===== config.mk =====
export PLATFORM = sky130hd
export DESIGN_NAME = arc_ctrl
export DESIGN_NICKNAME = d
export VERILOG_FILES = /design/src/arc_pkg.sv /design/src/arc_ctrl.sv /design/src/arc_ref_mux.sv
export SDC_FILE = /design/constraint.sdc
export NUM_CORES = 1
export LEC_CHECK = 0
export BUFFER_PORTS_ARGS = -buffer_cell sky130_fd_sc_hd__clkbuf_2
export CORE_ASPECT_RATIO = 0.7
export CORE_MARGIN = 8
export CORE_UTILIZATION = 49
export DETAILED_ROUTE_END_ITERATION = 10
export HOLD_SLACK_MARGIN = 0.03
export PLACE_DENSITY_LB_ADDON = 0.12
export SLEW_MARGIN = 25
export SYNTH_ARGS = -nofsm -noshare
export SYNTH_HDL_FRONTEND = slang
export SYNTH_HIERARCHICAL = 1
export SYNTH_SLANG_ARGS = --single-unit

===== constraint.sdc =====
create_clock -name clk_i -period 1 [get_ports clk_i]
set_input_delay 0.1 -clock clk_i [delete_from_list [all_inputs] [get_ports clk_i]]
set_output_delay 0.1 -clock clk_i [all_outputs]
set_load 0.05 [all_outputs]

===== src/arc_pkg.sv =====
// Purpose: shared constants for the analog reference and regulator control registers
// Assumes: 8-bit special-function register bus, byte addresses
// Notes: bit positions and reset values are named here so logic holds no bare numbers
package arc_pkg;
  // ************************************************************
  // register addresses
  // ************************************************************
  localparam logic [7:0] ARC_ADDR_CAL_LOW = 8'ha2;
  localparam logic [7:0] ARC_ADDR_CAL_HIGH = 8'ha3;
  localparam logic [7:0] ARC_ADDR_REF_CTRL = 8'hd1;
  localparam logic [7:0] ARC_ADDR_REG_CTRL = 8'hc7;
  // ************************************************************
  // field positions
  // ************************************************************
  localparam int ARC_CAL_W = 10;
  localparam int ARC_CAL_SPLIT = 2;
  localparam int ARC_LOW_CAL_HI = 7;
  localparam int ARC_LOW_CAL_LO = 6;
  localparam int ARC_REF_OVR_BIT = 4;
  localparam int ARC_REF_SEL_BIT = 3;
  localparam int ARC_REF_TEMP_BIT = 2;
  localparam int ARC_REG_STOP_BIT = 7;
  localparam int ARC_REG_BYP_BIT = 6;
  localparam int ARC_REG_MPC_BIT = 0;
  // ************************************************************
  // reset values and masks
  // ************************************************************
  localparam logic [7:0] ARC_REF_RESET = 8'h00;
  localparam logic [7:0] ARC_REG_RESET = 8'h00;
  localparam logic [7:0] ARC_REF_WMASK = 8'h1c;
  localparam logic [7:0] ARC_REG_WMASK = 8'hc1;
  localparam logic [7:0] ARC_READ_ZERO = 8'h00;
  localparam logic [5:0] ARC_LOW_ZERO = 6'h00;
  // reference mux selections
  typedef enum logic [1:0] {
    ARC_REF_PIN = 2'b00,
    ARC_REF_SUPPLY = 2'b01,
    ARC_REF_REGULATOR = 2'b10
  } arc_ref_src_e;
endpackage


===== src/arc_ctrl.sv =====
// Purpose: register bank for temperature calibration, ADC reference and regulator control
// Assumes: internal 8-bit register bus, one-cycle write strobe, read data registered
// Notes: calibration word is captured from the nonvolatile input after reset release
// ************************************************************
// module
// ************************************************************
// Overview of operation
// - The high calibration byte at 0xa3 shows calibration bits 9 to 2, left-justified.
// - The low calibration byte at 0xa2 shows calibration bits 1 and 0 in positions 7 and 6.
// - Bits 5 to 0 of the low calibration byte read zero and ignore writes.
// - The calibration word is the ADC count of the sensor at 0 C with the regulator as reference.
// - The reference control register at 0xd1 resets to zero and bits 7 to 5 read zero.
// - With override bit 4 set the reference is the internal regulator regardless of select.
// - Without override, select bit 3 picks the reference pin at 0 and the supply at 1.
// - Bit 2 switches the temperature sensor off at 0 and on at 1.
// - Bits 1 and 0 of the reference control register read zero and ignore writes.
// - By default the regulator stays powered in stop mode so any reset source works.
// - With stop configuration set, stop mode shuts the regulator and power network down.
// - The regulator control register at 0xc7 holds stop configuration, bypass and memory power bits.
// - Bypass set turns the regulator off so the core runs from the supply pin.
module arc_ctrl
  import arc_pkg::*;
(
  input wire logic clk_i,
  input wire logic nrst_i,
  input wire logic [7:0] addr_i,
  input wire logic wr_i,
  input wire logic rd_i,
  input wire logic [7:0] wdata_i,
  input wire logic [ARC_CAL_W-1:0] nv_cal_i,
  input wire logic stop_req_i,
  output logic [7:0] rdata_o,
  output arc_ref_src_e ref_source_o,
  output logic temp_sensor_on_o,
  output logic regulator_on_o,
  output logic power_net_on_o,
  output logic memory_power_ctrl_o
);
  // ************************************************************
  // storage
  // ************************************************************
  logic [ARC_CAL_W-1:0] cal_word_r;
  logic cal_loaded_r;
  logic [7:0] ref_ctrl_r;
  logic [7:0] reg_ctrl_r;
  logic [7:0] rdata_nxt;
  logic stop_cfg;
  logic bypass;

  // ************************************************************
  // write decode
  // ************************************************************
  logic wr_cal_high;
  logic wr_cal_low;
  logic wr_ref;
  logic wr_reg;

  // one strobe per register keeps the write processes and the checks below in step
  assign wr_cal_high = wr_i && (addr_i == ARC_ADDR_CAL_HIGH);
  assign wr_cal_low = wr_i && (addr_i == ARC_ADDR_CAL_LOW);
  assign wr_ref = wr_i && (addr_i == ARC_ADDR_REF_CTRL);
  assign wr_reg = wr_i && (addr_i == ARC_ADDR_REG_CTRL);

  // control fields named once so the power logic reads like the rules
  assign stop_cfg = reg_ctrl_r[ARC_REG_STOP_BIT];
  assign bypass = reg_ctrl_r[ARC_REG_BYP_BIT];

  // nonvolatile value cannot be taken under async reset, so catch it on the first edge after release
  always_ff @(posedge clk_i or negedge nrst_i) begin
    if (!nrst_i) begin
      cal_loaded_r <= 1'b0;
    end else begin
      cal_loaded_r <= 1'b1;
    end
  end

  // calibration word: factory load first, then software may overwrite
  always_ff @(posedge clk_i or negedge nrst_i) begin
    if (!nrst_i) begin
      cal_word_r <= '0;
    end else if (!cal_loaded_r) begin
      cal_word_r <= nv_cal_i;
    end else if (wr_cal_high) begin
      cal_word_r[ARC_CAL_W-1:ARC_CAL_SPLIT] <= wdata_i;
    end else if (wr_cal_low) begin
      cal_word_r[ARC_CAL_SPLIT-1:0] <= wdata_i[ARC_LOW_CAL_HI:ARC_LOW_CAL_LO];
    end
  end

  // reference control keeps only its writable bits
  always_ff @(posedge clk_i or negedge nrst_i) begin
    if (!nrst_i) begin
      ref_ctrl_r <= ARC_REF_RESET;
    end else if (wr_ref) begin
      ref_ctrl_r <= wdata_i & ARC_REF_WMASK;
    end
  end

  // regulator control; bypass safety is software's job, hardware does not check supply
  always_ff @(posedge clk_i or negedge nrst_i) begin
    if (!nrst_i) begin
      reg_ctrl_r <= ARC_REG_RESET;
    end else if (wr_reg) begin
      reg_ctrl_r <= wdata_i & ARC_REG_WMASK;
    end
  end

  // read decode
  always_comb begin
    if (addr_i == ARC_ADDR_CAL_HIGH) begin
      rdata_nxt = cal_word_r[ARC_CAL_W-1:ARC_CAL_SPLIT];
    end else if (addr_i == ARC_ADDR_CAL_LOW) begin
      rdata_nxt = {cal_word_r[ARC_CAL_SPLIT-1:0], ARC_LOW_ZERO};
    end else if (addr_i == ARC_ADDR_REF_CTRL) begin
      rdata_nxt = ref_ctrl_r;
    end else if (addr_i == ARC_ADDR_REG_CTRL) begin
      rdata_nxt = reg_ctrl_r;
    end else begin
      rdata_nxt = ARC_READ_ZERO;
    end
  end

  // read data captured one cycle after the read strobe
  always_ff @(posedge clk_i or negedge nrst_i) begin
    if (!nrst_i) begin
      rdata_o <= ARC_READ_ZERO;
    end else if (rd_i) begin
      rdata_o <= rdata_nxt;
    end
  end

  // ************************************************************
  // analog controls
  // ************************************************************
  arc_ref_mux u_ref_mux (
    .clk_i(clk_i),
    .nrst_i(nrst_i),
    .override_i(ref_ctrl_r[ARC_REF_OVR_BIT]),
    .select_i(ref_ctrl_r[ARC_REF_SEL_BIT]),
    .source_o(ref_source_o)
  );

  // sensor enable, memory power and regulator power
  always_ff @(posedge clk_i or negedge nrst_i) begin
    if (!nrst_i) begin
      temp_sensor_on_o <= 1'b0;
      memory_power_ctrl_o <= 1'b0;
      regulator_on_o <= 1'b1;
      power_net_on_o <= 1'b1;
    end else begin
      temp_sensor_on_o <= ref_ctrl_r[ARC_REF_TEMP_BIT];
      memory_power_ctrl_o <= reg_ctrl_r[ARC_REG_MPC_BIT];
      // regulator off on bypass, or in stop when configured to shut down
      regulator_on_o <= !bypass && !(stop_req_i && stop_cfg);
      power_net_on_o <= !(stop_req_i && stop_cfg);
    end
  end

  // ************************************************************
  // assertions
  // ************************************************************
  // override must win over select whatever the select bit holds
  a_ref_override: assert property (@(posedge clk_i) disable iff (!nrst_i)
    ref_ctrl_r[ARC_REF_OVR_BIT] |=> ref_source_o == ARC_REF_REGULATOR)
    else $error("override did not select regulator");

  // without override the select bit alone picks pin or supply
  a_ref_select: assert property (@(posedge clk_i) disable iff (!nrst_i)
    !ref_ctrl_r[ARC_REF_OVR_BIT] |=>
      ref_source_o == ($past(ref_ctrl_r[ARC_REF_SEL_BIT]) ? ARC_REF_SUPPLY : ARC_REF_PIN))
    else $error("select bit did not steer reference");

  // sensor enable follows its bit one cycle later
  a_temp_enable: assert property (@(posedge clk_i) disable iff (!nrst_i)
    ##1 temp_sensor_on_o == $past(ref_ctrl_r[ARC_REF_TEMP_BIT]))
    else $error("sensor enable mismatch");

  // upper reference bits never read back as ones
  a_ref_unused: assert property (@(posedge clk_i) disable iff (!nrst_i)
    (rd_i && addr_i == ARC_ADDR_REF_CTRL) |=> rdata_o[7:5] == 3'h0)
    else $error("reference upper bits not zero");

  // lowest reference bits never read back as ones
  a_ref_low_zero: assert property (@(posedge clk_i) disable iff (!nrst_i)
    (rd_i && addr_i == ARC_ADDR_REF_CTRL) |=> rdata_o[1:0] == 2'h0)
    else $error("reference low bits not zero");

  // unused calibration low bits read zero even after a write of ones
  a_low_byte_zero: assert property (@(posedge clk_i) disable iff (!nrst_i)
    (rd_i && addr_i == ARC_ADDR_CAL_LOW) |=> rdata_o[5:0] == ARC_LOW_ZERO)
    else $error("calibration low unused bits not zero");

  // high byte carries the upper part of the word, left-justified
  a_high_byte: assert property (@(posedge clk_i) disable iff (!nrst_i)
    (rd_i && addr_i == ARC_ADDR_CAL_HIGH) |=> rdata_o == $past(cal_word_r[ARC_CAL_W-1:ARC_CAL_SPLIT]))
    else $error("calibration high byte mismatch");

  // low byte carries the two lowest word bits at its top
  a_low_bits: assert property (@(posedge clk_i) disable iff (!nrst_i)
    (rd_i && addr_i == ARC_ADDR_CAL_LOW) |=> rdata_o[7:6] == $past(cal_word_r[ARC_CAL_SPLIT-1:0]))
    else $error("calibration low bits mismatch");

  // factory word lands on the first edge after reset release
  a_factory_load: assert property (@(posedge clk_i) disable iff (!nrst_i)
    !cal_loaded_r |=> cal_word_r == $past(nv_cal_i))
    else $error("factory calibration not loaded");

  // load happens once; a later write must not be overridden again
  a_cal_load_once: assert property (@(posedge clk_i) disable iff (!nrst_i)
    cal_loaded_r |=> cal_loaded_r)
    else $error("factory load repeated");

  // software write of the high byte reaches the upper word bits
  a_cal_high_write: assert property (@(posedge clk_i) disable iff (!nrst_i)
    (wr_cal_high && cal_loaded_r) |=> cal_word_r[ARC_CAL_W-1:ARC_CAL_SPLIT] == $past(wdata_i))
    else $error("calibration high write lost");

  // software write of the low byte keeps only its top two bits
  a_cal_low_write: assert property (@(posedge clk_i) disable iff (!nrst_i)
    (wr_cal_low && cal_loaded_r) |=>
      cal_word_r[ARC_CAL_SPLIT-1:0] == $past(wdata_i[ARC_LOW_CAL_HI:ARC_LOW_CAL_LO]))
    else $error("calibration low write lost");

  // default stop keeps the regulator and network alive for any reset source
  a_stop_keep: assert property (@(posedge clk_i) disable iff (!nrst_i)
    (stop_req_i && !stop_cfg && !bypass) |=> regulator_on_o && power_net_on_o)
    else $error("regulator dropped in default stop");

  // outside stop the power network is never cut
  a_power_run: assert property (@(posedge clk_i) disable iff (!nrst_i)
    !stop_req_i |=> power_net_on_o)
    else $error("power network off outside stop");

  // configured stop shuts both regulator and network
  a_stop_shut: assert property (@(posedge clk_i) disable iff (!nrst_i)
    (stop_req_i && stop_cfg) |=> !regulator_on_o && !power_net_on_o)
    else $error("regulator not shut in configured stop");

  // bypass always turns the regulator off
  a_bypass_off: assert property (@(posedge clk_i) disable iff (!nrst_i)
    bypass |=> !regulator_on_o)
    else $error("bypass left regulator on");

  // bypass clear and no stop keeps the regulator running
  a_regulator_run: assert property (@(posedge clk_i) disable iff (!nrst_i)
    (!stop_req_i && !bypass) |=> regulator_on_o)
    else $error("regulator off in normal mode");

  // regulator control keeps only its writable bits
  a_reg_write: assert property (@(posedge clk_i) disable iff (!nrst_i)
    wr_reg |=> reg_ctrl_r == ($past(wdata_i) & ARC_REG_WMASK))
    else $error("regulator control write lost");

  // regulator control only changes on its own write
  a_reg_hold: assert property (@(posedge clk_i) disable iff (!nrst_i)
    !wr_reg |=> $stable(reg_ctrl_r))
    else $error("regulator control changed without write");

  // reserved regulator bits read back as zero
  a_reg_reserved: assert property (@(posedge clk_i) disable iff (!nrst_i)
    (rd_i && addr_i == ARC_ADDR_REG_CTRL) |=> (rdata_o & ~ARC_REG_WMASK) == ARC_READ_ZERO)
    else $error("regulator reserved bits not zero");

  // regulator control reads back what it holds
  a_reg_read: assert property (@(posedge clk_i) disable iff (!nrst_i)
    (rd_i && addr_i == ARC_ADDR_REG_CTRL) |=> rdata_o == $past(reg_ctrl_r))
    else $error("regulator control read mismatch");

  // memory power output follows its bit one cycle later
  a_mpc_follow: assert property (@(posedge clk_i) disable iff (!nrst_i)
    ##1 memory_power_ctrl_o == $past(reg_ctrl_r[ARC_REG_MPC_BIT]))
    else $error("memory power control mismatch");

  // reference control keeps only its writable bits
  a_ref_write: assert property (@(posedge clk_i) disable iff (!nrst_i)
    wr_ref |=> ref_ctrl_r == ($past(wdata_i) & ARC_REF_WMASK))
    else $error("reference control write lost");

  // reference control only changes on its own write
  a_ref_hold: assert property (@(posedge clk_i) disable iff (!nrst_i)
    !wr_ref |=> $stable(ref_ctrl_r))
    else $error("reference control changed without write");

  // reference control reads back what it holds
  a_ref_read: assert property (@(posedge clk_i) disable iff (!nrst_i)
    (rd_i && addr_i == ARC_ADDR_REF_CTRL) |=> rdata_o == $past(ref_ctrl_r))
    else $error("reference control read mismatch");
endmodule


===== src/arc_ref_mux.sv =====
// Purpose: decodes the reference source from override and select bits
// Assumes: inputs from registers on the same clock
// Notes: registered output so the top drives it straight from a flip-flop
module arc_ref_mux
  import arc_pkg::*;
(
  input wire logic clk_i,
  input wire logic nrst_i,
  input wire logic override_i,
  input wire logic select_i,
  output arc_ref_src_e source_o
);
  // override beats the select bit
  always_ff @(posedge clk_i or negedge nrst_i) begin
    if (!nrst_i) begin
      source_o <= ARC_REF_PIN;
    end else if (override_i) begin
      source_o <= ARC_REF_REGULATOR;
    end else if (select_i) begin
      source_o <= ARC_REF_SUPPLY;
    end else begin
      source_o <= ARC_REF_PIN;
    end
  end
endmodule


Word level (Yosys, flattened, before mapping)
Cells that the tools add are included.
{ "word_totals": {"register_bits": 31, "output_inout_bits": 14, "word_cells": 37, "inputBits": 31} }
{ "classes": {"mux": 10, "n_eq_ne": 7, "n_reduce_logical": 9} }
{ "op_table": {"columns": ["cell", "count"], "rows": [
  ["$mux 8", 5],
  ["$eq 8x8->1 const B", 4],
  ["$mux 10", 1],
  ["$logic_and 1x1->1", 6],
  ["$mux 2", 3],
  ["$ne 2x1->1 const B", 2],
  ["$logic_not 1->1", 2],
  ["$ne 2x2->1 const B", 1],
  ["$reduce_and 2->1", 1],
  ["$mux 1", 1]
]} }

Logic depth before layout (Yosys ltp)
{ "logic_depth": {"depth_word": 5, "depth_mapped": 5, "depth_no_buf": 4} }

By module
Netlist, hierarchy kept.
{ "by_module_without_submodules": {"columns": ["mod", "cells_per_inst", "area_each_um2", "instances", "seq_area_each_um2"], "rows": [
  ["arc_ctrl", 116, 1306.3, 1, 728.2],
  ["arc_ref_mux", 3, 63.8, 1, 50.0]
]} }

Worst setup path before layout
No wires, ideal clock.
{ "synth_timing": {"path_kind": "input to register", "startpoint": "input port addr_i[5]", "endpoint": "register ref_ctrl_r[2]", "setup_ps": 125, "path_buffers": 0, "path_slack_ps": -211, "arrival_ps": 1086, "required_time_ps": 875, "stages": 4, "path_cell_list": "nand4b_2 > nor4b_4 > nand2_2 > mux2_4"} }
{ "synth_between": {"elab_chain_len": 2} }
{ "synth_lines": {"columns": ["item", "line_no", "rtl"], "rows": [
  ["start: declaration", "arc_ctrl.sv:26", "input wire logic [7:0] addr_i,"],
  ["$eq 8x8->1", "arc_ctrl.sv:61", "assign wr_ref = wr_i && (addr_i == ARC_ADDR_REF_CTRL);"],
  ["$logic_and 1x1->1", "arc_ctrl.sv:61", null],
  ["end signal: assignment", "arc_ctrl.sv:95", "ref_ctrl_r <= wdata_i & ARC_REF_WMASK;"],
  ["end: declaration", "arc_ctrl.sv:44", "logic [7:0] ref_ctrl_r;"]
]} }
No other way between the ends.
A chain may end at the register's enable or synchronous reset.

Worst setup path in the final report
{ "layout_timing": {"startpoint": "register power_net_on_o", "endpoint": "output port power_net_on_o"} }
{ "layout_lines": {"columns": ["item", "line_no", "rtl"], "rows": [
  ["start: declaration", "arc_ctrl.sv:36", "output logic power_net_on_o,"],
  ["start signal: assignment", "arc_ctrl.sv:155", "power_net_on_o <= !(stop_req_i && stop_cfg);"]
]} }
No word-level cell between the ends.

==> impl_metrics.toml <==
[layout]
antenna_cells = 0
syn_to_final_growth_pct = 38.90
nets = 206
drive_gt1_share_pct = 42.61
finalInstanceArea_um2 = 1903
finalNonFillerCells = 212
utilization_pct = 69.90
fillers = 218

[logic_synthesis]
synth_edf_count = 0
ys_ff_latch = 31
ys_top_cells_by_count = "29 x dfrtp_1, 17 x nor2_1, 15 x a21oi_1"
synth_area_leader_cell = "dfrtp_1"
syn_nets = 150
synth_seq_area_share_pct = 56.80
yosysUniqueCellTypes = 29
avgSynthCellArea_um2 = 11.51
synth_area_leaders = "dfrtp_1 53%, mux2i_1 7.3%, a21oi_1 5.5%"
yosysMostFrequentCell = "dfrtp_1"
yosys.area.top_type_share_pct = 52.97
synth_flop_cell = "dfrtp_1"
synthCells = 119
async_flop_share_pct = 100.0
ys_warn_count = 6
synth_area_um2 = 1370

[clock_tree]
cts_max_level = 2
clock_path_buffers = 2
cts_root_buffer = "clkbuf_8"
cts_inserted_buffers = 5
clkTransAtPathRegs_ps = 60
cts_sinks = 31
cts_tree = "yes"
postCtsSetupBuffers = 0
clk-insertion-delay-late_ps = 280

[sta]
maxSlewViolCount = 0
final.min_clock_period_ps = 1069
finalClockSkew_ps = 2.574
hold_ws_ps = 55.89
setup-violations-final = 2
rsz0062_at_grt = "yes"
timing_hold_violations_final = 0
fin_crit_sh_pct = 106.9
fin_ws_ps = -68.82
max_freq_mhz = 935.6

[worst_setup_path]
crit_chain = "clkbuf_16"
critical_path_required_ps = 900
critical_path_class = "reg -> out"
path_max_fanout = 1
slowest_delay_ps = 540
r2r_slack_ps = 80
cp_top_family = "flip-flops"
critPathLaunch = "power_net_on_o"
cp-end-kind = "output port"
regToRegEndpoint = "rdata_o[7]"
critical_path_buf_inv_count = 1
reg2regPathDepth = 3
r2r_start = "cal_word_r[1]"
start_kind = "flop"
arrival_ps = 970
cpMaxStageDelayCell = "dfstp_2"

[worst_hold_path]
hold_path_end = "cal_word_r[1]"
holdCritPathClass = "in -> reg"
hold-path-cell-count = 3
hp-start = "nv_cal_i[1]"

[place]
io_buffers = 44
dpl.cell_count = 202
gp_congestion = 0.9340
place_area_um2 = 1707
dpl.hpwl_um = 2649

[grt]
grt_first_pass_wirelength_um = 5423
grt_usage_pct = 15.12
grt.overflow.total = 0
grt_pass1_vias = 1179
antenna_found_initial = 0
grt_max_degree = 21

[detailed_routing]
met3RoutedLength_um = 274
routedWlPerCell_um = 15.86
top_layer = "met4"
via_per_inst = 5.226
met1_length_um = 1477
drc = 0
firstDrtPassIters = 4
drt_iter0_markers = 79
drt_wl_total_um = 3363
vias = 1108
wl_met2_um = 1578
ant_nets = 0

[floorplanning]
die_h_um = 60.24
initial_core_util_pct = 50.32
die_area_um2 = 4771
coreArea_um2 = 2723
num_io_pins = 45
row_count = 16
die_x_um = 79.20

[power]
power_per_cell_area_nw_per_um2 = 1460
p_leak_uw = 0.0009849
ir_drop_mv = 0.9620

[status]
status = "finished with violations"
violations = "negative setup slack"

[run]
cap_violations = 0
==> power by group <==
part | switching, µW | leakage (µW) | internal [µW]
combinational | 223 | 0.000550 | 178
clock | 431 | 0.0000482 | 554
sequential | 61.3 | 0.000387 | 1330
==> worst max path at each step <==
| stage | end | depth (start not counted) |
|---|---|---|
| 2_1_floorplan | ref_ctrl_r[2] | 4 |
| 3_3_place_gp | ref_ctrl_r[2] | 5 |
| 3_5_place_dp | cal_word_r[5] | 5 |
| 4_1_cts | regulator_on_o | 1 |
| 5_1_grt | regulator_on_o | 1 |
| 6_report | power_net_on_o | 1 |
==> layout make-up <==
| cell class | instances | area (µm²) | share of cell area, % |
|---|---|---|---|
| Inverter | 5 | 18.77 | 0.9862 |
| Multi-Input combinational cell | 79 | 584.3 | 30.70 |
| Clock buffer | 7 | 86.33 | 4.536 |
| Clock inverter | 1 | 5.005 | 0.2630 |
| Sequential cell | 31 | 779.5 | 40.96 |
| Timing Repair Buffer | 53 | 384.1 | 20.18 |
| Tap cell | 36 | 45.04 | 2.367 |
==> cells by family (layout without fill, tap and decap cells) <==
kind of cell / count (synthesis) / in the layout / synth area share, %
multiplexers: 16 / 16 / 13.06
flip-flops: 31 / 31 / 56.80
AND/OR/NAND/NOR: 35 / 35 / 15.98
other: 1 / 1 / 0.2737
AO/OA/AOI/OAI: 27 / 27 / 11.32
buffers and inverters: 9 / 66 / 2.557
==> registers in the layout, indices dropped and copies added, names as in the netlist <==
register             cells
memory_power_ctrl_o      1
regulator_on_o           1
temp_sensor_on_o         1
cal_word_r              10
cal_loaded_r             1
reg_ctrl_r               3
ref_ctrl_r               3
rdata_o                  8
power_net_on_o           1
u_ref_mux/source_o       2
==> per-layer routing <==
layer / vias up / global-route usage, %
met5: - / 0
met4: 0 / 6.299
met3: 5 / 6.607
met2: 40 / 23.57
met1: 529 / 17.82
li1: 534 / -
==> tightest hold or removal path, stage by stage <==
cell	delay, ps
clkbuf_2	80
nor2_1	70
a21oi_1	40
==> cell usage in the layout (no fill, tap or decap), types with 4 or more instances in the layout <==
master,n
mux2i_1,10
buf_4,11
a21oi_1,15
clkbuf_2,30
nor2_1,17
nand3_1,4
clkbuf_4,4
inv_1,5
clkbuf_8,6
a22oi_1,4
o21ai_0,4
dfrtp_1,28
==> timing repair <==
action                     in CTS  in global routing
hold buffers                    2                  0
setup endpoints to repair      19                 18
pin swaps                       0                  4
hold endpoints to repair       26                  0
resized for setup              15                 15
==> stage by stage <==
step	setup slack, ps	setup TNS, ps	power (µW)
3_5_place_dp	-265.0	-4565	1777
6_report	-68.82	-136.2	2778
4_1_cts	-73.92	-147.1	2791
5_1_grt	-103.4	-223.6	2897
2_1_floorplan	-110.6	-343.3	1590
3_3_place_gp	-227.9	-3784	1761
Note: power is estimated with default switching activity, not from simulation.
